===== config.mk =====
export PLATFORM = sky130hd
export DESIGN_NAME = astr_top
export DESIGN_NICKNAME = d
export VERILOG_FILES = /design/src/include/astr_pkg.sv /design/src/include/astr_line_if.sv /design/src/core/astr_baud.sv /design/src/core/astr_samp.sv /design/src/core/astr_top.sv
export SDC_FILE = /design/constraint.sdc
export NUM_CORES = 1
export LEC_CHECK = 0
export ABC_AREA = 1
export CAP_MARGIN = 20
export CORE_MARGIN = 5
export CORE_UTILIZATION = 50
export CTS_CLUSTER_DIAMETER = 40
export DETAILED_ROUTE_END_ITERATION = 8
export DONT_BUFFER_PORTS = 1
export PLACE_DENSITY = 0.75
export SYNTH_ARGS = -nofsm -noshare
export SYNTH_HDL_FRONTEND = slang
export SYNTH_HIERARCHICAL = 1
export SYNTH_SLANG_ARGS = --single-unit

===== constraint.sdc =====
create_clock -name clk_i -period 4.8 [get_ports clk_i]
set_input_delay 0.96 -clock clk_i [delete_from_list [all_inputs] [get_ports clk_i]]
set_output_delay 0.96 -clock clk_i [all_outputs]
set_load 0.1 [all_outputs]

===== src/include/astr_pkg.sv =====
// package: register map, field positions, reset values and timing counts of the serial port
package astr_pkg;
    localparam logic [7:0] OFS_RCSTA = 8'h00;
    localparam logic [7:0] OFS_TXBUF = 8'h04;
    localparam logic [7:0] OFS_TXSTA = 8'h08;
    localparam logic [7:0] OFS_BAUD = 8'h0c;
    localparam logic [7:0] OFS_RXDATA = 8'h10;
    localparam logic [7:0] OFS_FLAGS = 8'h14;
    localparam logic [7:0] OFS_IRQEN = 8'h18;
    localparam int RC_PORT_ENABLE = 7;
    localparam int RC_RX9 = 6;
    localparam int RC_CONTINUOUS_RECEIVE_ENABLE = 4;
    localparam int RC_ADDRESS_DETECT_ENABLE = 3;
    localparam int TX_NINE = 6;
    localparam int TX_EN = 5;
    localparam int TX_SYNC = 4;
    localparam int TX_HIGH_SPEED_BAUD_SELECT = 2;
    localparam int FL_TXBE = 4;
    localparam int FL_RXC = 5;
    localparam logic [7:0] RCSTA_RST = 8'h00;
    localparam logic [7:0] TXSTA_RST = 8'h02;
    localparam logic [7:0] TXBUF_RST = 8'h00;
    localparam logic [7:0] BAUD_RST = 8'h00;
    localparam logic [7:0] RCSTA_WMASK = 8'hf8;
    localparam logic [7:0] TXSTA_WMASK = 8'hf5;
    localparam logic [3:0] OVS_LAST = 4'hf;
    localparam logic [3:0] SAMPLE_PT = 4'h8;
    localparam logic [1:0] PRE_LAST = 2'h3;
    localparam logic [3:0] DATA_BITS = 4'h8;
    localparam logic [3:0] NINE_BITS = 4'h9;
    typedef enum logic [1:0] {TX_IDLE, TX_START, TX_DATA, TX_STOP} astr_txst_t;
    typedef enum logic [1:0] {RX_IDLE, RX_START, RX_DATA, RX_STOP} astr_rxst_t;
endpackage


===== src/include/astr_line_if.sv =====
// interface: sample tick and recovered receive line between port submodules
`timescale 1ns/1ps
interface astr_line_if;
    logic tick;
    logic rx_level;
    logic rx_bit;
    modport baud (output tick);
    modport samp (input tick, output rx_level, output rx_bit);
    modport core (input tick, input rx_level, input rx_bit);
endinterface


===== src/core/astr_baud.sv =====
// module: baud divisor producing the sixteen-times sample tick
`timescale 1ns/1ps
module astr_baud #(
    parameter int DW = 8
) (
    input wire logic clk_i,
    input wire logic rst_i,
    input wire logic ce_i,
    input wire logic en_i,
    input wire logic high_speed_baud_select_i,
    input wire logic [DW-1:0] div_i,
    astr_line_if.baud ln
);
    typedef struct packed {
        logic [DW-1:0] cnt;
        logic [1:0] pre;
        logic tick;
    } astr_bd_t;
    astr_bd_t q, d;

    // low speed divides the raw tick by four so the sampler always sees 16x
    always_comb begin
        d = q;
        d.tick = 1'b0;
        if (!en_i) begin
            d.cnt = div_i;
            d.pre = 2'h0;
        end else if (q.cnt == '0) begin
            d.cnt = div_i;
            if (high_speed_baud_select_i || q.pre == astr_pkg::PRE_LAST) begin
                d.pre = 2'h0;
                d.tick = 1'b1;
            end else begin
                d.pre = q.pre + 2'h1;
            end
        end else begin
            d.cnt = q.cnt - 1'b1;
        end
    end

    always_ff @(posedge clk_i) begin
        if (rst_i) begin
            q <= '0;
        end else if (ce_i) begin
            q <= d;
        end
    end

    assign ln.tick = q.tick;
endmodule // astr_baud


===== src/core/astr_samp.sv =====
// module: receive pin synchroniser and majority-vote data recovery
`timescale 1ns/1ps
module astr_samp (
    input wire logic clk_i,
    input wire logic rst_i,
    input wire logic ce_i,
    input wire logic rx_pin_i,
    astr_line_if.samp ln
);
    typedef struct packed {
        logic s1;
        logic s2;
        logic s3;
        logic lvl;
        logic [2:0] win;
    } astr_sp_t;
    localparam astr_sp_t SP_RST = '{s1: 1'b1, s2: 1'b1, s3: 1'b1, lvl: 1'b1, win: 3'h7};
    astr_sp_t q, d;

    // level moves only once the two later stages agree, filtering single glitches
    always_comb begin
        d = q;
        d.s1 = rx_pin_i;
        d.s2 = q.s1;
        d.s3 = q.s2;
        if (q.s2 == q.s3) begin
            d.lvl = q.s3;
        end
        if (ln.tick) begin
            d.win = {q.win[1:0], q.lvl};
        end
    end

    always_ff @(posedge clk_i) begin
        if (rst_i) begin
            q <= SP_RST;
        end else if (ce_i) begin
            q <= d;
        end
    end

    assign ln.rx_level = q.lvl;
    assign ln.rx_bit = (q.win[0] & q.win[1]) | (q.win[1] & q.win[2]) | (q.win[0] & q.win[2]);
endmodule // astr_samp


===== src/core/astr_top.sv =====
// module: asynchronous serial transmit and receive port with wishbone registers
`timescale 1ns/1ps
module astr_top (
    input wire logic clk_i,
    input wire logic rst_i,
    input wire logic ce_i,
    input wire logic sleep_i,
    input wire logic wb_cyc_i,
    input wire logic wb_stb_i,
    input wire logic wb_we_i,
    input wire logic [7:0] wb_adr_i,
    input wire logic [3:0] wb_sel_i,
    input wire logic [31:0] wb_dat_i,
    output logic [31:0] wb_dat_o,
    output logic wb_ack_o,
    input wire logic rx_pin_i,
    output logic tx_pin_o,
    output logic tx_irq_o,
    output logic rx_irq_o
);
    typedef struct packed {
        logic [7:0] rcctl;
        logic framing_error;
        logic overrun_error;
        logic rx_ninth_bit;
        logic [7:0] txsta;
        logic [7:0] txbuf;
        logic txfull;
        logic txflag;
        logic clr_pend;
        logic [7:0] baud;
        logic txie;
        logic rcie;
        logic [7:0] rxdata;
        logic rxflag;
        astr_pkg::astr_txst_t txs;
        logic [8:0] txsh;
        logic [3:0] txcnt;
        logic [3:0] txsub;
        logic txpin;
        astr_pkg::astr_rxst_t rxs;
        logic [8:0] rxsh;
        logic [3:0] rxcnt;
        logic [3:0] rxsub;
        logic ack;
        logic [31:0] dat;
        logic txirq;
        logic rxirq;
    } astr_st_t;

    // one reset image serves every port instance alike
    localparam astr_st_t ST_RST = '{
        rcctl: astr_pkg::RCSTA_RST,
        txsta: astr_pkg::TXSTA_RST,
        txbuf: astr_pkg::TXBUF_RST,
        baud: astr_pkg::BAUD_RST,
        txs: astr_pkg::TX_IDLE,
        rxs: astr_pkg::RX_IDLE,
        txpin: 1'b1,
        default: '0
    };

    astr_st_t q, d;
    logic [7:0] rd_val;
    logic req;
    logic acc_wr;
    logic acc_rd;
    logic wr_txb;
    logic rd_rx;
    logic transmit_enable_rise;
    logic tx_on;
    logic rx_on;
    logic tx_load;
    logic tx_shifter_empty;
    logic tick;
    logic bd_en;
    logic rx_done;
    logic ninth;
    logic [7:0] rx_byte;
    logic skip;
    logic rx_store;
    logic rx_ovr;

    astr_line_if ln ();

    // sleep stops the tick, which freezes both engines mid-frame
    assign bd_en = q.rcctl[astr_pkg::RC_PORT_ENABLE] && !sleep_i;

    astr_baud #(
        .DW(8)
    ) u_baud (
        .clk_i(clk_i),
        .rst_i(rst_i),
        .ce_i(ce_i),
        .en_i(bd_en),
        .high_speed_baud_select_i(q.txsta[astr_pkg::TX_HIGH_SPEED_BAUD_SELECT]),
        .div_i(q.baud),
        .ln(ln.baud)
    );

    astr_samp u_samp (
        .clk_i(clk_i),
        .rst_i(rst_i),
        .ce_i(ce_i),
        .rx_pin_i(rx_pin_i),
        .ln(ln.samp)
    );

    assign tick = ln.tick;
    // byte lane 0 carries every register; other lanes are ignored
    assign req = wb_cyc_i && wb_stb_i;
    assign acc_wr = req && wb_we_i && q.ack && wb_sel_i[0];
    assign acc_rd = req && !wb_we_i && q.ack;
    assign wr_txb = acc_wr && wb_adr_i == astr_pkg::OFS_TXBUF;
    assign rd_rx = acc_rd && wb_adr_i == astr_pkg::OFS_RXDATA;
    assign transmit_enable_rise = acc_wr && wb_adr_i == astr_pkg::OFS_TXSTA
        && wb_dat_i[astr_pkg::TX_EN] && !q.txsta[astr_pkg::TX_EN];

    assign tx_on = q.txsta[astr_pkg::TX_EN] && q.rcctl[astr_pkg::RC_PORT_ENABLE]
        && !q.txsta[astr_pkg::TX_SYNC];
    assign tx_load = tx_on && q.txfull && q.txs == astr_pkg::TX_IDLE;
    assign tx_shifter_empty = q.txs == astr_pkg::TX_IDLE;

    // an overrun holds the receiver off until software drops continuous receive
    assign rx_on = q.rcctl[astr_pkg::RC_PORT_ENABLE] && q.rcctl[astr_pkg::RC_CONTINUOUS_RECEIVE_ENABLE]
        && !q.txsta[astr_pkg::TX_SYNC] && !q.overrun_error;
    assign rx_done = rx_on && tick && q.rxs == astr_pkg::RX_STOP
        && q.rxsub == astr_pkg::SAMPLE_PT;
    assign ninth = q.rcctl[astr_pkg::RC_RX9] && q.rxsh[8];
    assign rx_byte = q.rcctl[astr_pkg::RC_RX9] ? q.rxsh[7:0] : q.rxsh[8:1];
    assign skip = q.rcctl[astr_pkg::RC_ADDRESS_DETECT_ENABLE] && q.rcctl[astr_pkg::RC_RX9] && !ninth;
    assign rx_store = rx_done && !skip && (!q.rxflag || rd_rx);
    assign rx_ovr = rx_done && !skip && q.rxflag && !rd_rx;

    // the shifter contents never appear in this map; only its empty status does, at TXSTA bit 1
    always_comb begin
        rd_val = 8'h00;
        if (wb_adr_i == astr_pkg::OFS_RCSTA) begin
            rd_val = {q.rcctl[7:3], q.framing_error, q.overrun_error, q.rx_ninth_bit};
        end else if (wb_adr_i == astr_pkg::OFS_TXBUF) begin
            rd_val = q.txbuf;
        end else if (wb_adr_i == astr_pkg::OFS_TXSTA) begin
            rd_val = {q.txsta[7:2], tx_shifter_empty, q.txsta[0]};
        end else if (wb_adr_i == astr_pkg::OFS_BAUD) begin
            rd_val = q.baud;
        end else if (wb_adr_i == astr_pkg::OFS_RXDATA) begin
            rd_val = q.rxdata;
        end else if (wb_adr_i == astr_pkg::OFS_FLAGS) begin
            rd_val[astr_pkg::FL_TXBE] = q.txflag;
            rd_val[astr_pkg::FL_RXC] = q.rxflag;
        end else if (wb_adr_i == astr_pkg::OFS_IRQEN) begin
            rd_val[astr_pkg::FL_TXBE] = q.txie;
            rd_val[astr_pkg::FL_RXC] = q.rcie;
        end
    end

    always_comb begin
        d = q;
        d.ack = req && !q.ack;
        if (req && !q.ack) begin
            d.dat = {24'h000000, rd_val};
        end
        // flag register writes fall through: flags are hardware-owned
        if (acc_wr) begin
            if (wb_adr_i == astr_pkg::OFS_RCSTA) begin
                d.rcctl = wb_dat_i[7:0] & astr_pkg::RCSTA_WMASK;
            end else if (wb_adr_i == astr_pkg::OFS_TXSTA) begin
                d.txsta = wb_dat_i[7:0] & astr_pkg::TXSTA_WMASK;
            end else if (wb_adr_i == astr_pkg::OFS_BAUD) begin
                d.baud = wb_dat_i[7:0];
            end else if (wb_adr_i == astr_pkg::OFS_IRQEN) begin
                d.txie = wb_dat_i[astr_pkg::FL_TXBE];
                d.rcie = wb_dat_i[astr_pkg::FL_RXC];
            end
        end

        // transmit holding buffer and its flag
        d.clr_pend = wr_txb;
        if (tx_load) begin
            d.txfull = 1'b0;
        end
        if (wr_txb) begin
            d.txbuf = wb_dat_i[7:0];
            d.txfull = 1'b1;
        end
        if (tx_load || transmit_enable_rise) begin
            d.txflag = 1'b1;
        end else if (q.clr_pend) begin
            d.txflag = 1'b0;
        end

        // transmit shifter
        if (!tx_on) begin
            d.txs = astr_pkg::TX_IDLE;
            d.txpin = 1'b1;
        end else begin
            case (q.txs)
                astr_pkg::TX_IDLE: begin
                    if (tx_load) begin
                        d.txsh = {q.txsta[0], q.txbuf};
                        d.txcnt = q.txsta[astr_pkg::TX_NINE] ? astr_pkg::NINE_BITS
                            : astr_pkg::DATA_BITS;
                        d.txsub = 4'h0;
                        d.txs = astr_pkg::TX_START;
                        d.txpin = 1'b0;
                    end
                end
                astr_pkg::TX_START, astr_pkg::TX_DATA, astr_pkg::TX_STOP: begin
                    if (tick) begin
                        d.txsub = q.txsub + 4'h1;
                        if (q.txsub == astr_pkg::OVS_LAST) begin
                            if (q.txs == astr_pkg::TX_STOP) begin
                                d.txs = astr_pkg::TX_IDLE;
                            end else if (q.txs == astr_pkg::TX_DATA && q.txcnt == 4'h0) begin
                                d.txs = astr_pkg::TX_STOP;
                                d.txpin = 1'b1;
                            end else begin
                                d.txs = astr_pkg::TX_DATA;
                                d.txpin = q.txsh[0];
                                d.txsh = {1'b0, q.txsh[8:1]};
                                d.txcnt = q.txcnt - 4'h1;
                            end
                        end
                    end
                end
                default: begin
                    d.txs = astr_pkg::TX_IDLE;
                end
            endcase
        end

        // receive shifter, sampled mid-bit from the majority window
        if (!rx_on) begin
            d.rxs = astr_pkg::RX_IDLE;
        end else begin
            case (q.rxs)
                astr_pkg::RX_IDLE: begin
                    if (!ln.rx_level) begin
                        d.rxs = astr_pkg::RX_START;
                        d.rxsub = 4'h0;
                    end
                end
                astr_pkg::RX_START, astr_pkg::RX_DATA, astr_pkg::RX_STOP: begin
                    if (tick) begin
                        d.rxsub = q.rxsub + 4'h1;
                        if (q.rxsub == astr_pkg::SAMPLE_PT) begin
                            if (q.rxs == astr_pkg::RX_START && ln.rx_bit) begin
                                d.rxs = astr_pkg::RX_IDLE;
                            end else if (q.rxs == astr_pkg::RX_DATA) begin
                                d.rxsh = {ln.rx_bit, q.rxsh[8:1]};
                                d.rxcnt = q.rxcnt - 4'h1;
                            end else if (q.rxs == astr_pkg::RX_STOP) begin
                                d.rxs = astr_pkg::RX_IDLE;
                            end
                        end else if (q.rxsub == astr_pkg::OVS_LAST) begin
                            if (q.rxs == astr_pkg::RX_START) begin
                                d.rxs = astr_pkg::RX_DATA;
                                d.rxcnt = q.rcctl[astr_pkg::RC_RX9] ? astr_pkg::NINE_BITS
                                    : astr_pkg::DATA_BITS;
                            end else if (q.rxs == astr_pkg::RX_DATA && q.rxcnt == 4'h0) begin
                                d.rxs = astr_pkg::RX_STOP;
                            end
                        end
                    end
                end
                default: begin
                    d.rxs = astr_pkg::RX_IDLE;
                end
            endcase
        end

        // a store in the same cycle as a data read wins, so no character is lost
        if (rx_store) begin
            d.rxdata = rx_byte;
            d.rx_ninth_bit = ninth;
            d.framing_error = !ln.rx_bit;
            d.rxflag = 1'b1;
        end else if (rd_rx) begin
            d.rxflag = 1'b0;
        end
        if (rx_ovr) begin
            d.overrun_error = 1'b1;
        end
        if (!q.rcctl[astr_pkg::RC_CONTINUOUS_RECEIVE_ENABLE]) begin
            d.overrun_error = 1'b0;
            d.framing_error = 1'b0;
        end

        d.txirq = q.txflag && q.txie;
        d.rxirq = q.rxflag && q.rcie;
    end

    always_ff @(posedge clk_i) begin
        if (rst_i) begin
            q <= ST_RST;
        end else if (ce_i) begin
            q <= d;
        end
    end

    assign wb_dat_o = q.dat;
    assign wb_ack_o = q.ack;
    assign tx_pin_o = q.txpin;
    assign tx_irq_o = q.txirq;
    assign rx_irq_o = q.rxirq;
endmodule // astr_top


==> impl_metrics.toml <==
[placement]
place_area_mm2 = 0.00592
place_congestion = 0.923
dpl.cell_count = 983
dp_slack_ns = 2.01
dpl.hpwl_mm = 10.3
numPortBuffers = 0

[power_and_ir_drop]
power_leakage_nw = 2.66
p_total_mw = 1.92
pwr-share-comb_pct = 8.9
seqPwrFrac_pct = 50.1
clock_power_share_pct = 41.0
switching_share_pct = 26.5
p_per_area_mw_per_mm2 = 308
p_sw_mw = 0.509
internal-power_mw = 1.41
irDropWorstVdd_uv = 158

[floorplanning]
io_pins = 88
chipWidth_um = 119
initial_utilization_pct = 50.5
rows = 40
core_area_mm2 = 0.0119
dieHeight_um = 119
die-area_mm2 = 0.0143

[logic_synthesis]
synth.top_cell.area_share_pct = 37.4
synthTopCellsByCount = "nand2_1, dfxtp_1, nor2_1"
ys_seq_area_share_pct = 37.4
yosys.area.top_type = "dfxtp_1"
syn-instance-count = 869
ys_ff_latch = 112
yosys.cell_count.top_type = "nand2_1"
ys_top_cells_by_area = "dfxtp_1, nand2_1, nand3_1"
synth_edf_count = 0
synth_area_mm2 = 0.00599
synthFlopType = "dfxtp_1"
ys_warn_count = 6
synthArstFlopShare_pct = 0
synth_cell_types = 43
postSynthAreaPerCell_um2 = 6.89

[drt]
final_antenna_net_count = 0
wl_per_cell_um = 13.8
drt-vias-per-instance = 5.32
num_vias = 5311
drt_iter0_drc = 448
wirelength_mm = 13.8
firstDrtPassIters = 5
drc = 0

[global_routing]
grt_pass1_wl_mm = 23.5
grt_overflow = 0
met2_usage_pct = 31.5
grt_pass1_vias = 4934
met3_usage_pct = 3.99
antenna_found_initial = 0
grt_use_total_pct = 20.0
use_met1_pct = 26.2
busiest_layer = "met2"
grt_max_degree = 46

[clocking]
clkLatencyLatePin_ns = 0.36
clk_path_buf_depth = 2
cts.sink_count = 112
clk_pin_slew_worst_paths_ns = 0.07
cts_tree = "yes"
htree_levels = 3
cts_resized = 0
root_buffer = "clkbuf_16"
post_cts_buffers = 0
hold_buffers = 0
cts_made_buffers = 9

[timing]
hold_viol = 0
min_period_ns = 2.81
skew_ns = 0.00592
finalSetupTns_ns = 0
setup_slack_ns = 1.99
setup_viol = 0
rsz0062_at_grt = "no"
min_period_over_period_pct = 58.6
relSlewSlack_pct = 32.5
worstMarginPinSlew_ns = 1.01
fin_hold_ws_ns = 0.455
drv_slew = 0
fmax_mhz = 355

[critical_path]
crit_path_start_kind = "flip-flop"
cp_max_fo = 11
worstPathArrival_ns = 3.06
cp-end-kind = "flip-flop"
path_class = "flip-flop to flip-flop"
cp.required_ns = 5.05

[layout]
utilization_pct = 52.6
layout-drive-gt1-share_pct = 6.92
instances_no_fill = 999
design_area_mm2 = 0.00624
diodes = 0
nets = 911
syn_to_final_growth_pct = 4.16

[run]
drv_cap = 0

[status]
status = "finished, final reports clean"

[worst_hold_path]
hold_path_class = "flip-flop to flip-flop"
critical path, cell delays in order (launching register included):
cell and delay [ns]:
dfxtp_1 0.98, inv_1 0.24, nor3_1 0.39, nand3_1 0.18
nand2_1 0.32, nand2_1 0.31, o21ai_0 0.25, nor2_1 0.05
state kept, by name, indices dropped and copies added, names as in the netlist:
register            cells
u_baud/ln.tick          1
wb_dat_o                8
u_samp/ln.rx_level      1
q                      82
rx_irq_o                1
wb_ack_o                1
u_baud/q               10
tx_irq_o                1
u_samp/d                2
tx_pin_o                1
u_samp/q                4
cells by family (layout without fill, tap and decap cells):
kind of cell,Yosys count,in the layout,share of synthesized area (%)
AND/OR/NAND/NOR,419,419,31.6
AO/OA/AOI/OAI,160,160,14.3
buffers and inverters,154,114,12.3
flip-flops,112,112,37.4
adder cells (fa/ha/maj),12,12,2.51
multiplexers,8,8,1.34
XOR/XNOR,3,3,0.439
other,1,24,0.0626
path summary, 6_finish.rpt:
check | from | to | slack, ns | depth (start not counted)
setup / recovery | wb_ack_o | q[114] | 1.99 | 7
hold / removal | u_samp/d[5] | u_samp/d[5] | 0.46 | 2
hold reg to reg | u_samp/d[5] | u_samp/d[5] | 0.46 | 2
setup reg to reg | wb_ack_o | q[114] | 1.99 | 7
power groups by stage:
stage | Clock, mW | Sequential, mW | Combinational (mW)
3_5_place_dp | 0 | 0.984 | 0.169
4_1_cts | 0.802 | 0.963 | 0.169
2_1_floorplan | 0 | 0.973 | 0.185
5_1_grt | 0.833 | 0.963 | 0.183
3_3_place_gp | 0 | 0.984 | 0.165
6_report | 0.788 | 0.962 | 0.170
cells in the final DEF, fill, tap and decap left out, types with 3 or more instances in the layout:
master / synthesis / routed
nand3_1: 88 / 88
conb_1: 1 / 24
nor3_2: 3 / 3
clkbuf_8: 0 / 3
a21oi_1: 77 / 77
nand2_2: 5 / 5
nor3_1: 11 / 11
dfxtp_1: 112 / 112
o21ai_0: 58 / 58
inv_1: 84 / 84
mux2i_1: 8 / 8
ha_1: 12 / 12
nand4_1: 19 / 19
nand2_4: 3 / 3
nor2_2: 5 / 5
a22oi_1: 3 / 3
o21ai_1: 10 / 10
inv_2: 10 / 10
clkbuf_16: 0 / 9
nor2_1: 103 / 103
nand2_1: 171 / 171
nor2_4: 3 / 3
layer usage:
layer	share of wire [%]	wire [um]	vias to the layer above
li1	-	-	2748
met1	45	6270	2399
met2	46	6280	125
met3	5.2	723	39
met4	3.8	522	0
met5	0	0	-
final cells by class:
cell class / count / area, um^2
repair buffers: 3 / 42.5
well taps: 147 / 184
inverters: 95 / 357
clock buffers: 12 / 267
multi-input cells: 626 / 3090
flip-flops and latches: 112 / 2240
fillers: 1177 / 5620
clock inverters: 4 / 51.3
(Power assumes the default switching activity.)
